### config.mk
export PLATFORM = sky130hd
export DESIGN_NAME = sbt_standby_ctrl
export DESIGN_NICKNAME = d
export VERILOG_FILES = /design/src/inc/sbt_pkg.sv /design/src/rtl/sbt_decode.sv /design/src/rtl/sbt_prescale.sv /design/src/rtl/sbt_standby_ctrl.sv
export SDC_FILE = /design/constraint.sdc
export NUM_CORES = 1
export LEC_CHECK = 0
export BUFFER_PORTS_ARGS = -buffer_cell sky130_fd_sc_hd__buf_2
export CAP_MARGIN = 20
export CORE_ASPECT_RATIO = 1.4
export CORE_UTILIZATION = 56
export DETAILED_ROUTE_END_ITERATION = 7
export GPL_TIMING_DRIVEN = 0
export PLACE_DENSITY = 0.86
export SLEW_MARGIN = 40
export SYNTH_ARGS = -nofsm -noshare
export SYNTH_HDL_FRONTEND = slang
export SYNTH_HIERARCHICAL = 1
export SYNTH_SLANG_ARGS = --single-unit
### constraint.sdc
create_clock -name i_clk -period 4.25 [get_ports i_clk]
set_clock_uncertainty 0.1 [all_clocks]
set_input_delay 0.6375 -clock i_clk [delete_from_list [all_inputs] [get_ports i_clk]]
set_output_delay 0.6375 -clock i_clk [all_outputs]
set_load 0.03 [all_outputs]
### src/inc/sbt_pkg.sv
// Shared constants and types for the standby command and power-down timer
package sbt_pkg;
  // Command opcodes that mean the same standby request
  localparam logic [7:0] OPC_STANDBY_A = 8'hE2;
  localparam logic [7:0] OPC_STANDBY_B = 8'h96;
  // Status bit positions
  localparam int ST_BSY_BIT = 7;
  localparam int ST_RDY_BIT = 6;
  localparam int ST_DF_BIT  = 5;
  localparam int ST_DSC_BIT = 4;
  localparam int ST_ERR_BIT = 0;
  // Error bit position for an aborted command
  localparam int ER_ABT_BIT = 2;
  // Reset values of status and error
  localparam logic [7:0] STATUS_RESET = 8'h50;
  localparam logic [7:0] ERROR_RESET  = 8'h00;
  // Clock and tick timing
  localparam longint CLK_HZ       = 20_000_000;
  localparam int     TICK_SEC     = 5;
  localparam longint TICK_CYCLES  = CLK_HZ * TICK_SEC;
  // Timeout code ranges
  localparam logic [7:0] CODE_OFF      = 8'h00;
  localparam logic [7:0] CODE_SEC_MAX  = 8'hF0;
  localparam logic [7:0] CODE_HALF_MAX = 8'hFB;
  localparam logic [7:0] CODE_21M      = 8'hFC;
  localparam logic [7:0] CODE_8H       = 8'hFD;
  localparam logic [7:0] CODE_21M10    = 8'hFE;
  // Fixed interval times, in seconds and minutes
  localparam int HALF_HOUR_MIN = 30;
  localparam int MIN21_MIN     = 21;
  localparam int HOURS8_SEC    = 8 * 3600;
  localparam int EXTRA10_SEC   = 10;
  localparam int EXTRA15_SEC   = 15;
  // The same times as counts of ticks
  localparam int TICKS_WIDTH   = 13;
  localparam logic [12:0] HALF_HOUR_TICKS = 13'(HALF_HOUR_MIN * 60 / TICK_SEC);
  localparam logic [12:0] MIN21_TICKS     = 13'(MIN21_MIN * 60 / TICK_SEC);
  localparam logic [12:0] HOURS8_TICKS    = 13'(HOURS8_SEC / TICK_SEC);
  localparam logic [12:0] MIN21_10_TICKS  = 13'((MIN21_MIN * 60 + EXTRA10_SEC) / TICK_SEC);
  localparam logic [12:0] MIN21_15_TICKS  = 13'((MIN21_MIN * 60 + EXTRA15_SEC) / TICK_SEC);
  // Power states of the drive
  typedef enum logic [1:0] {
    PWR_IDLE,
    PWR_SPIN_DOWN,
    PWR_STANDBY,
    PWR_SPIN_UP
  } sbt_pwr_t;
  // Command taken from the command-block registers
  typedef struct packed {
    logic [7:0] opcode;
    logic [7:0] count;
  } sbt_cmd_t;
  // Completion registers returned to the host
  typedef struct packed {
    logic [7:0] status;
    logic [7:0] error;
  } sbt_resp_t;
endpackage : sbt_pkg

### src/rtl/sbt_decode.sv
// Decoder from timeout code to interval in five-second ticks
`timescale 1ns/1ns
module sbt_decode (
  input  wire logic [7:0]  i_code,
  output logic      [12:0] o_ticks
);
  import sbt_pkg::*;

  // Range lookup of the code
  always_comb begin
    if (i_code == CODE_OFF) begin
      o_ticks = 13'h0000;
    end else if (i_code <= CODE_SEC_MAX) begin
      o_ticks = {5'h00, i_code};
    end else if (i_code <= CODE_HALF_MAX) begin
      o_ticks = 13'((i_code - CODE_SEC_MAX) * HALF_HOUR_TICKS);
    end else if (i_code == CODE_21M) begin
      o_ticks = MIN21_TICKS;
    end else if (i_code == CODE_8H) begin
      o_ticks = HOURS8_TICKS;
    end else if (i_code == CODE_21M10) begin
      o_ticks = MIN21_10_TICKS;
    end else begin
      o_ticks = MIN21_15_TICKS;
    end
  end
endmodule : sbt_decode

### src/rtl/sbt_prescale.sv
// Prescaler that marks each five-second tick, restartable
`timescale 1ns/1ns
module sbt_prescale #(
  parameter longint TICK_CYCLES = 100_000_000
) (
  input  wire logic i_clk,
  input  wire logic i_resetn,
  input  wire logic i_run,
  input  wire logic i_restart,
  output logic      o_tick
);
  import sbt_pkg::*;

  logic [31:0] cnt_reg;
  logic [31:0] cnt_next;
  localparam logic [31:0] LAST = 32'(TICK_CYCLES - 1);

  // Count up while running, wrap at the tick
  always_comb begin
    o_tick   = i_run && !i_restart && (cnt_reg == LAST);
    cnt_next = cnt_reg;
    if (i_restart || !i_run || o_tick) begin
      cnt_next = 32'h0000_0000;
    end else begin
      cnt_next = cnt_reg + 32'h0000_0001;
    end
  end

  always_ff @(posedge i_clk or negedge i_resetn) begin
    if (!i_resetn) begin
      cnt_reg <= 32'h0000_0000;
    end else begin
      cnt_reg <= cnt_next;
    end
  end
endmodule : sbt_prescale

### src/rtl/sbt_standby_ctrl.sv
// Standby command handling with the automatic power-down timer
// Notes on behaviour
// (RULE_01) Opcodes E2h and 96h both mean the one standby request.
// (RULE_02) An accepted request enters standby at once and loads the timeout.
// (RULE_03) Standby stops the spindle; the host interface stays alive.
// (RULE_04) Spindle already stopped: no spin-down sequence is run.
// (RULE_05) Commands still run in standby; media work waits for full speed.
// (RULE_06) Countdown starts only once the drive is back in idle from standby.
// (RULE_07) Timeout code zero leaves the power-down timer disabled.
// (RULE_08) Any nonzero code enables automatic power-down.
// (RULE_09) Codes map to 5 s, 30 min, 21 min, 8 h and 21 min plus steps.
// (RULE_10) Enabled timer expiring without host access enters standby.
// (RULE_11) Host access before expiry reloads the full interval.
// (RULE_12) The host writes the timeout code before the standby opcode.
// (RULE_13) Completion clears busy and fault; a rejection sets abort and error.
`timescale 1ns/1ns
module sbt_standby_ctrl #(
  parameter longint TICK_CYCLES = sbt_pkg::TICK_CYCLES
) (
  input  wire logic              i_clk,
  input  wire logic              i_resetn,
  input  wire logic              i_cmd_valid,
  input  wire sbt_pkg::sbt_cmd_t i_cmd,
  input  wire logic              i_host_access,
  input  wire logic              i_media_req,
  input  wire logic              i_spindle_at_speed,
  input  wire logic              i_spindle_stopped,
  output logic                   o_media_grant,
  output logic                   o_motor_on,
  output logic                   o_cmd_done,
  output sbt_pkg::sbt_resp_t     o_resp,
  output sbt_pkg::sbt_pwr_t      o_pwr_state,
  output logic                   o_timer_enabled
);
  import sbt_pkg::*;

  // Pin synchronisers
  logic [1:0] speed_sync_reg;
  logic [1:0] stop_sync_reg;
  logic       at_speed;
  logic       stopped;

  // Control state
  sbt_pwr_t    pwr_reg,    pwr_next;
  logic        motor_reg,  motor_next;
  logic        busy_reg,   busy_next;
  logic        done_reg,   done_next;
  logic        ten_reg,    ten_next;
  logic        armed_reg,  armed_next;
  logic [7:0]  code_reg,   code_next;
  logic [12:0] left_reg,   left_next;
  sbt_resp_t   resp_reg,   resp_next;

  logic        is_standby;
  logic        tick;
  logic        expire;
  logic        restart;
  logic [12:0] load_ticks;
  logic [12:0] new_ticks;
  logic        take;

  assign at_speed = speed_sync_reg[1];
  assign stopped  = stop_sync_reg[1];

  // Two-flop capture of the spindle sense pins
  always_ff @(posedge i_clk or negedge i_resetn) begin
    if (!i_resetn) begin
      speed_sync_reg <= 2'h0;
      stop_sync_reg  <= 2'h0;
    end else begin
      speed_sync_reg <= {speed_sync_reg[0], i_spindle_at_speed};
      stop_sync_reg  <= {stop_sync_reg[0], i_spindle_stopped};
    end
  end

  // Interval of the stored code and of a code arriving now
  sbt_decode u_dec_cur (
    .i_code  (code_reg),
    .o_ticks (load_ticks)
  );
  sbt_decode u_dec_new (
    .i_code  (i_cmd.count),
    .o_ticks (new_ticks)
  );

  // Five-second tick, restarted by any reload of the countdown
  sbt_prescale #(
    .TICK_CYCLES (TICK_CYCLES)
  ) u_tick (
    .i_clk     (i_clk),
    .i_resetn  (i_resetn),
    .i_run     (armed_reg && pwr_reg == PWR_IDLE),
    .i_restart (restart),
    .o_tick    (tick)
  );

  // Request decode and timer events
  assign is_standby = i_cmd_valid && (i_cmd.opcode == OPC_STANDBY_A
                      || i_cmd.opcode == OPC_STANDBY_B);  // [RULE_01]
  assign take    = is_standby && !busy_reg;
  assign restart = i_host_access || take || (pwr_reg == PWR_SPIN_UP && at_speed);
  assign expire  = armed_reg && pwr_reg == PWR_IDLE && tick
                   && left_reg == 13'h0001 && !i_host_access && !take;  // [RULE_10]

  // Media work only at operating speed
  assign o_media_grant = i_media_req && pwr_reg == PWR_IDLE && at_speed;  // [RULE_05]

  // Next-state logic for power state, command and timer
  always_comb begin
    pwr_next   = pwr_reg;
    motor_next = motor_reg;
    busy_next  = busy_reg;
    done_next  = 1'b0;
    ten_next   = ten_reg;
    armed_next = armed_reg;
    code_next  = code_reg;
    left_next  = left_reg;
    resp_next  = resp_reg;
    // Countdown and its reload on host access
    if (armed_reg && pwr_reg == PWR_IDLE) begin
      if (i_host_access) begin
        left_next = load_ticks;  // [RULE_11]
      end else if (tick && left_reg != 13'h0000) begin
        left_next = left_reg - 13'h0001;
      end
    end
    unique case (pwr_reg)
      PWR_IDLE: begin
        if (expire) begin
          motor_next = 1'b0;
          armed_next = 1'b0;
          pwr_next   = stopped ? PWR_STANDBY : PWR_SPIN_DOWN;  // [RULE_10] [RULE_04]
        end
      end
      PWR_SPIN_DOWN: begin
        if (stopped) begin
          pwr_next = PWR_STANDBY;
          if (busy_reg) begin
            busy_next = 1'b0;
            done_next = 1'b1;
            resp_next = '{status: STATUS_RESET, error: ERROR_RESET};  // [RULE_13]
          end
        end
      end
      PWR_STANDBY: begin
        if (i_media_req) begin
          motor_next = 1'b1;  // [RULE_05]
          pwr_next   = PWR_SPIN_UP;
        end
      end
      PWR_SPIN_UP: begin
        if (at_speed) begin
          pwr_next   = PWR_IDLE;
          armed_next = ten_reg;  // [RULE_06]
          left_next  = load_ticks;
        end
      end
    endcase
    // Standby request: immediate entry, timeout loaded alongside
    if (take) begin
      code_next  = i_cmd.count;  // [RULE_02]
      // Zero means timer off; the opposite reading stays open for review
      ten_next   = i_cmd.count != CODE_OFF;  // [RULE_07] [RULE_08]
      left_next  = new_ticks;  // [RULE_09]
      armed_next = 1'b0;
      motor_next = 1'b0;  // [RULE_03]
      if (stopped || pwr_reg == PWR_STANDBY) begin
        pwr_next  = PWR_STANDBY;  // [RULE_04]
        done_next = 1'b1;
        resp_next = '{status: STATUS_RESET, error: ERROR_RESET};  // [RULE_13]
      end else begin
        pwr_next  = PWR_SPIN_DOWN;  // [RULE_02]
        busy_next = 1'b1;
        resp_next.status = STATUS_RESET | (8'h01 << ST_BSY_BIT);
      end
    end else if (is_standby) begin
      // Second request while one is in progress is aborted
      done_next = 1'b1;
      resp_next = '{status: STATUS_RESET | (8'h01 << ST_BSY_BIT) | (8'h01 << ST_ERR_BIT),
                    error:  8'h01 << ER_ABT_BIT};  // [RULE_13]
    end
  end

  // Registers of the control state
  always_ff @(posedge i_clk or negedge i_resetn) begin
    if (!i_resetn) begin
      pwr_reg   <= PWR_IDLE;
      motor_reg <= 1'b1;
      busy_reg  <= 1'b0;
      done_reg  <= 1'b0;
      ten_reg   <= 1'b0;
      armed_reg <= 1'b0;
      code_reg  <= 8'h00;
      left_reg  <= 13'h0000;
      resp_reg  <= '{status: STATUS_RESET, error: ERROR_RESET};
    end else begin
      pwr_reg   <= pwr_next;
      motor_reg <= motor_next;
      busy_reg  <= busy_next;
      done_reg  <= done_next;
      ten_reg   <= ten_next;
      armed_reg <= armed_next;
      code_reg  <= code_next;
      left_reg  <= left_next;
      resp_reg  <= resp_next;
    end
  end

  // Busy is shown only while a request is in progress
  always_comb begin
    o_resp = resp_reg;
    o_resp.status[ST_BSY_BIT] = busy_reg;
    o_resp.status[ST_DF_BIT]  = 1'b0;
  end

  assign o_motor_on      = motor_reg;
  assign o_cmd_done      = done_reg;
  assign o_pwr_state     = pwr_reg;
  assign o_timer_enabled = ten_reg;
endmodule : sbt_standby_ctrl

* Yosys cells after proc, flatten, opt, wreduce, memory -nomap -nowiden
Index checks and enable logic that the tools add are counted.
** Operators by class
- Reduce and logical (&&, ||, !) cells :: 38
- Equal/unequal tests :: 17
- $add $sub $neg :: 4
- $lt $le $gt $ge :: 4
- Multiplexer cells :: 50
- Multipliers :: 2
** Operator list (number)
- $mux W13 :: 16
- $mux W15 :: 5
- $eq A8 B8 Y1 const B :: 8
- $add A32 B1 Y32 const B :: 1
- $eq A32 B27 Y1 const B :: 1
- $le A8 B8 Y1 const B :: 4
- $mux W32 :: 1
- $mul A13 B6 Y10 const B :: 2
- $sub A8 B8 Y9 const B :: 2
- $mux W1 :: 17
- $logic_not A8 Y1 :: 2
- $reduce_bool A3 Y1 :: 5
- $mux W2 :: 7
- $eq A13 B1 Y1 const B :: 1
- $logic_and A1 B1 Y1 :: 13
- $reduce_bool A13 Y1 :: 1
- $sub A13 B1 Y13 const B :: 1
- $ne A3 B3 Y1 const B :: 4
- $reduce_and A3 Y1 :: 3
- $mux W8 :: 1
- $pmux W2 S4 :: 1
- $reduce_bool A8 Y1 :: 1
- $logic_or A1 B1 Y1 :: 6
- $logic_not A1 Y1 :: 5
- 5 further kinds :: 7
** Word-level totals
- Word-level logic and storage cells :: 128
- Register bits after elaboration :: 79
- Input bits :: 23

* Logic depth before layout (Yosys ltp)
Gate-level depths: netlist of the first run.
- Depth in word-level cells :: 16
- Mapped depth :: 18
- Gate-level depth less buffers :: 18

* Modules after synthesis
Netlist of the first run, hierarchy kept.
** Modules (own cells, without submodules)
- sbt_standby_ctrl :: cells an instance 277, seq. area each 1053.5 um^2, times used 1, area each 2517.4 um^2
- sbt_prescale :: cells an instance 176, seq. area each 800.8 um^2, times used 1, area each 1739.2 um^2
- sbt_decode at u_dec_new :: cells an instance 110, seq. area each 0.0 um^2, times used 1, area each 904.6 um^2
- sbt_decode at u_dec_cur :: cells an instance 116, seq. area each 0.0 um^2, times used 1, area each 889.6 um^2

* Worst setup path before layout of the first run
No wires, ideal clock.
- Kind :: register to register
- Start :: register code_reg[4]
- End :: register left_reg[12]
- Arrival :: 3.986 ns
- Cell stages (with the launch flop) :: 19
- Slack :: 0.027 ns
- Period minus slack after synthesis :: 4.223 ns
- Path through :: dfrtp_1 > ha_1 > xor2_1 > ha_1 > inv_1 > fa_1 > fa_1 > inv_1 > ha_1 > o21ai_1 > o21bai_1 > a21oi_2 > xnor3_1 > a21oi_1 > nor2_1 > nand3_1 > nand3_1 > o32ai_1 > a21oi_1
** Between the ends
- Longest elaborated chain between the ends :: 11
- Elaborated cells on any way between the ends :: 17
- Those cells by class :: add/sub (1); mul (1); order compare (2); eq/ne (2); mux (10); reduce/logical (1)
** RTL lines
- start: declaration :: RTL line sbt_standby_ctrl.sv:50 : logic [7:0] code_reg, code_next;
- start signal: assignment :: RTL line sbt_standby_ctrl.sv:203 : code_reg <= code_next;
- branches (longest 5 deep; another with $mul A13 B6 Y10)
- $mux W13 * :: RTL line sbt_decode.sv:11 : if (i_code == CODE_OFF) begin
- named net load_ticks[12] :: RTL line sbt_standby_ctrl.sv:58 : logic [12:0] load_ticks;
- $mux W13 :: RTL line sbt_standby_ctrl.sv:121 : if (i_host_access) begin
- $mux W13 :: RTL line sbt_standby_ctrl.sv:120 : if (armed_reg && pwr_reg == PWR_IDLE) begin
- $mux W13 :: RTL line sbt_standby_ctrl.sv:152 : if (at_speed) begin
- $mux W13 * :: RTL line sbt_standby_ctrl.sv:127 : unique case (pwr_reg)
- $mux W13 * :: RTL line sbt_standby_ctrl.sv:160 : if (take) begin
- named net left_next[12] :: RTL line sbt_standby_ctrl.sv:51 : logic [12:0] left_reg, left_next;
- end signal: assignment :: RTL line sbt_standby_ctrl.sv:204 : left_reg <= left_next;
- end: declaration :: RTL line sbt_standby_ctrl.sv:51
Mark *: on every way through the listed nets, which the timed path passes.
A chain may end at the register's enable or synchronous reset.

* Worst setup path in the final report of the first run
Same ends and word-level chain as after synthesis.

==> out/results.ini, run 1 <==
[run_status]
status = completed

[placed_design]
dp_hpwl_um = 11200
post-place-ws_ns = -0.433
dp_cells = 861
numPortBuffers = 40
place.gp.congestion = 0.928
placed_cell_area_um2 = 6470

[grt]
grt.total_usage_pct = 27.4
grt_max_degree = 51
grt_pass1_wl_um = 25200
grt-ovfl-total = 0
grt_antenna_before_repair = 0
grt_pass1_vias = 5381

[pwr]
powerDensity_nw_per_um2 = 426
finalPower_mw = 2.96
p_leak_nw = 3.24
peakVddDrop_uv = 394

[flow_run]
drv_cap = 0

[layout]
finalCoreUtilization_pct = 66.4
layout_common_cells = inv_1, nand2_1, dfrtp_1
fin_area_um2 = 6940
layout.nets = 829
largest_reg_flops = 32
drive_gt1_share_pct = 17.8
syn_to_final_growth_pct = 14.7
layout.cells.non_filler = 886
diodes = 0

[sta]
rsz0062_at_grt = yes
hold_slack_ns = 0.0621
setup_viol = 0
post-route-min-period_ns = 4.15
maxSlewHeadroom_pct = 47.9
fmax_mhz = 241
fin_crit_sh_pct = 97.6
maxSlewViolCount = 0
worst-slew-pin-transition_ns = 0.781
setup_slack_ns = 0.100
setup_tns_ns = 0
hold_viol_final = 0

[route]
routed_via_density = 6.02
dr_total_vias = 5336
drc = 0
avgRoutedWirePerCell_um = 17.1
drt-initial-drc-count = 400
drtAntennaViolNets = 0
drtPass1Iterations = 5
wirelength_um = 15100

[cts]
clockBufferDepth = 2
clk_pin_slew_ns = 0.06
clock_latency_ns = 0.33
hold_buffers = 0
root_buffer = clkbuf_16
numCtsBuffers = 9
tritoncts = built
cts-htree-levels = 3
clock_sinks = 74

[yosys]
async_flop_share_pct = 100
netlist_instances = 679
synth_top_area_cell = dfrtp_1
synth_edf_count = 0
ys_top_cells_by_area = dfrtp_1, ha_1, fa_1, inv_1, nand2_1
ys_seq_area_share_pct = 30.6
syn-cell-area_um2 = 6050
yosys.area.top_type_share_pct = 29.8
synth_warnings = 6
synth_ff_type = dfrtp_1
synth_cell_types = 78
ys_ff_latch = 74
avgSynthCellArea_um2 = 8.91

[worst_setup_path]
crit_fanout = 4
worstSetupStartpoint = code_reg[4]$_DFFE_PN0P_
crit_family = adder cells
cp.required_ns = 4.34
crit_cells = 18
worst_setup_path_end_kind = flop
crit_buf_inv = 2
worstPathArrival_ns = 4.24
r2r-start = code_reg[4]$_DFFE_PN0P_
cp_cell_sequence = ha_4 -> xor2_2 -> ha_1 -> inv_1 -> fa_1 -> fa_1 -> inv_1 -> ha_4 -> o21ai_2 -> o21bai_1 -> a21oi_2 -> xnor3_1 -> a21oi_1 -> nor2_1 -> nand3_1 -> nand3_1 -> o32ai_2 -> a21oi_1
critical-path-max-stage-delay_ns = 0.50
r2r_slack_ns = 0.10
reg2reg_depth = 18
setup.worst_path.class = flop to flop
cpMaxStageDelayCell = fa_1
startpoint_type = flop

[floorplanning]
die_x_um = 89.9
io_pins = 45
die_h_um = 125
core.rowCount = 44
die_area_um2 = 11200
core_um2 = 10500
initial_core_util_pct = 57.8

[hold_path]
hp-class = input pin to async pin

worst paths after layout:
check	to
setup / recovery	left_reg[12]$_DFF_PN0_
hold / removal	u_tick/cnt_reg[23]$_DFF_PN0_
setup reg to reg	left_reg[12]$_DFF_PN0_
hold reg to reg	speed_sync_reg[1]$_DFF_PN0_
min in group i_clk	speed_sync_reg[1]$_DFF_PN0_
max in group asynchronous	o_resp[12]$_DFFE_PN1P_
Yosys cell counts (3+ instances only):
cell      instances
dfrtp_1          72
inv_1            72
nand2_1          71
nor2_1           64
ha_1             45
a21oi_1          30
xnor2_1          30
nand3_1          22
fa_1             18
nor4_1           17
xor2_1           16
nand4_1          13
o21ai_0          13
nor3_1           12
nor2b_1          10
and3_1            9
buf_4             9
clkbuf_1          9
a21o_1            8
o211ai_1          7
a211oi_1          6
and2_1            6
o21ai_1           6
mux2i_1           5
a221oi_1          4
a22oi_1           4
and4_1            4
buf_2             4
buf_6             4
nand2b_1          4
o21a_1            4
o22ai_1           4
o311a_1           4
o31ai_1           4
or2_2             4
or3_1             4
a21oi_2           3
nor4_2            3
or3_4             3
logic make-up after synthesis:
logic type / synth area share [%]
compound gates: 13.7
other cells: 0.0620
xor+xnor: 7.40
simple gates: 24.7
fa+ha+maj: 15.3
flops: 30.6
mux: 1.01
buf+inv: 7.22
metal layers:
layer / track usage [%] / vias to the layer above / share of wire, %
met4: 11.0 / 0 / 2.9
met3: 3.59 / 41 / 4.1
met2: 50.3 / 193 / 53
li1: - / 2485 / -
met5: 0 / - / 0
met1: 32.3 / 2617 / 40
where the power goes:
part / switching [mW] / internal, mW
Combinational: 0.688 / 0.560
Sequential: 0.142 / 0.798
Clock: 0.282 / 0.487
worst reg2reg max path, cell delays in order, from the launching register on:
cell and delay (ns):
dfrtp_2 0.44, ha_4 0.19, xor2_2 0.18, ha_1 0.31, inv_1 0.06, fa_1 0.47
fa_1 0.51, inv_1 0.07, ha_4 0.26, o21ai_2 0.13, o21bai_1 0.09, a21oi_2 0.16
xnor3_1 0.23, a21oi_1 0.15, nor2_1 0.09, nand3_1 0.10, nand3_1 0.11, o32ai_2 0.27
a21oi_1 0.10
cell type report:
class,instances,area (um^2)
Fill cell,809,3520
Multi-Input combinational cell,510,3870
Inverter,72,270
Clock inverter,2,37.5
Sequential cell,74,1860
Clock buffer,14,264
Buffer,25,164
Tap cell,138,173
Timing Repair Buffer,51,309
what timing repair did:
item                                    CTS  global route
gates resized for setup                  10             6
endpoints found under the setup margin    3             3
pin swaps                                 3             8
setup buffers                             6             4
No activity file was read; power rests on OpenSTA's default activity.
==> run 2: changes to the inputs <==
- BUFFER_PORTS_ARGS: -buffer_cell sky130_fd_sc_hd__buf_2 -> -buffer_cell sky130_fd_sc_hd__buf_4
==> out/results.ini, run 2 (same netlist as run 1, synthesis figures left out) <==
[run_status]
status = completed

[cts]
root_buffer = clkbuf_16
clockBufferDepth = 2  ; unchanged
tritoncts = built
clock_latency_ns = 0.33  ; about the same
clk_pin_slew_ns = 0.06  ; about the same
cts-htree-levels = 3  ; unchanged
numCtsBuffers = 9  ; unchanged
clock_sinks = 74  ; unchanged

[worst_setup_path]
worstPathArrival_ns = 4.35  ; +0.11 ns
cpMaxStageDelayCell = fa_1
crit_buf_inv = 2  ; unchanged
cp_cell_sequence = ha_4 -> xor2_2 -> ha_4 -> inv_1 -> fa_1 -> fa_1 -> inv_1 -> ha_4 -> o21ai_2 -> o21bai_1 -> a21oi_2 -> xnor3_1 -> a21oi_2 -> nor2_2 -> nand3_1 -> nand3_1 -> o32ai_2 -> a21oi_1
crit_fanout = 4  ; unchanged
crit_family = adder cells
worst_setup_path_end_kind = flop
startpoint_type = flop
cp.required_ns = 4.35  ; about the same
crit_cells = 18  ; unchanged
setup.worst_path.class = flop to flop
critical-path-max-stage-delay_ns = 0.55  ; +0.05 ns
crit_top_cell = ha_4
reg2reg_depth = 18  ; unchanged

[sta]
setup_viol = 0  ; unchanged
fmax_mhz = 236  ; -2.2%
maxSlewHeadroom_pct = 48.1  ; +0.22 points
worst-slew-pin-transition_ns = 0.775  ; -0.00614 ns
setup_slack_ns = 0.00513  ; -0.0953 ns
rsz0062_at_grt = yes
hold_viol_final = 0  ; unchanged
fin_crit_sh_pct = 99.9  ; +2.2 points
maxSlewViolCount = 0  ; unchanged
post-route-min-period_ns = 4.24  ; +0.0953 ns

[grt]
grt_max_degree = 75  ; +47%
grt-ovfl-total = 0  ; unchanged
grt_pass1_vias = 5413  ; +0.59%
grt_pass1_wl_um = 25900  ; +2.8%
grt.total_usage_pct = 28.2  ; +0.79 points
grt_antenna_before_repair = 0  ; unchanged

[route]
routed_via_density = 6.07  ; +0.77%
drtPass1Iterations = 5  ; unchanged
drc = 0  ; unchanged
avgRoutedWirePerCell_um = 17.8  ; +4.0%
wirelength_um = 15700  ; +3.5%
dr_total_vias = 5353  ; +0.32%
drtAntennaViolNets = 0  ; unchanged
drt-initial-drc-count = 632  ; +58%

[floorplanning]
die_area_um2 = 11200  ; unchanged
core_um2 = 10500  ; unchanged
core.rowCount = 44  ; unchanged
initial_core_util_pct = 57.8  ; unchanged
die_h_um = 125  ; unchanged
io_pins = 45  ; unchanged
die_x_um = 89.9  ; unchanged

[layout]
drive_gt1_share_pct = 18.5  ; +0.77 points
syn_to_final_growth_pct = 17.4
layout_common_cells = inv_1, nand2_1, dfrtp_1
fin_area_um2 = 7100  ; +2.3%
multi_input_area_um2 = 3910  ; +1.1%
nFillCells = 808  ; -0.12%
finalCoreUtilization_pct = 67.9  ; +1.5 points
largest_reg_flops = 32  ; unchanged
diodes = 0  ; unchanged
layout.nets = 825  ; -0.48%
seqCellArea_um2 = 1860  ; unchanged

[pwr]
p_leak_nw = 3.27  ; +1.1%
powerDensity_nw_per_um2 = 447  ; +5.0%
peakVddDrop_uv = 351  ; -11%

[placed_design]
numPortBuffers = 40  ; unchanged
placed_cell_area_um2 = 6540  ; +1.1%
dp_hpwl_um = 11300  ; +1.1%
place.gp.congestion = 0.937  ; +0.94%
post-place-ws_ns = -0.576  ; -0.144 ns

[flow_run]
drv_cap = 0  ; unchanged

[hold_path]
hp-class = input pin to async pin

-- run 2: changes by cell type in the layout (fill, tap and decap cells not counted), sizes merged --
cell    delta
inv        +1
clkbuf     -3
bufinv     +3
buf        -5
-- run 2: worst register-to-register path, stage by stage (launching register included) --
cell	delay [ns]
dfrtp_2	0.44
ha_4	0.18
xor2_2	0.20
ha_4	0.30
inv_1	0.05
fa_1	0.48
fa_1	0.55
inv_1	0.07
ha_4	0.26
o21ai_2	0.13
o21bai_1	0.08
a21oi_2	0.18
xnor3_1	0.25
a21oi_2	0.15
nor2_2	0.07
nand3_1	0.09
nand3_1	0.10
o32ai_2	0.29
a21oi_1	0.12
-- run 2: worst paths after layout --
| check | from | endpoint | slack [ns] |
|---|---|---|---|
| worst min-delay path | i_resetn | u_tick/cnt_reg[23]$_DFF_PN0_ | 0.19 |
| min in group i_clk | speed_sync_reg[0]$_DFF_PN0_ | speed_sync_reg[1]$_DFF_PN0_ | 0.25 |
| worst min register to register | speed_sync_reg[0]$_DFF_PN0_ | speed_sync_reg[1]$_DFF_PN0_ | 0.25 |
| worst max-delay path | code_reg[4]$_DFFE_PN0P_ | left_reg[12]$_DFF_PN0_ | 0.005 |
| max in group asynchronous | i_resetn | code_reg[5]$_DFFE_PN0P_ | 3.30 |
| worst max register to register | code_reg[4]$_DFFE_PN0P_ | left_reg[12]$_DFF_PN0_ | 0.005 |
-- run 2: repair_timing --
item / CTS / global route
setup buffers: 3 / 3
resized for setup: 9 / 16
gates cloned: 0 / 0
hold buffers: 0 / 0
setup endpoints to repair: 3 / 3
hold endpoints to repair: 0 / 0
pin swaps: 5 / 10
-- run 2: layout make-up --
type                    instances  area share [%]
plain buffers                  26            2.38
clock buffers                  10            3.37
clock inverters                 6            1.92
inverters                      72            3.81
multi-input cells             510            55.0
flip-flops and latches         74            26.2
well taps                     138            2.43
repair buffers                 46            4.92
-- run 2: power breakdown --
group | total (mW) | switching, mW | internal (mW)
Combinational | 1.29 | 0.720 | 0.573
Sequential | 0.933 | 0.135 | 0.798
Clock | 0.952 | 0.301 | 0.651
Total | 3.18 | 1.16 | 2.02
-- run 2: per-layer routing --
layer / track usage (%) / vias to the layer above / part of all wire [%]
li1: - / 2476 / -
met4: 11.2 / 0 / 3.3
met1: 33.9 / 2579 / 39
met2: 51.3 / 246 / 52
met3: 3.41 / 52 / 5.4
met5: 0 / - / 0
-- run 2: per-stage QoR --
step | std cells | hold slack, ns | setup TNS, ns | power, mW
global route | 882 | 0.258 | -0.308 | 3.34
floorplan | 682 | 0.231 | 0 | 1.78
detailed placement | 860 | 0.237 | -1.99 | 2.12
global placement | 860 | 0.233 | -1.23 | 2.04
finish | 882 | 0.195 | 0 | 3.18
CTS | 879 | 0.242 | -0.0225 | 3.09
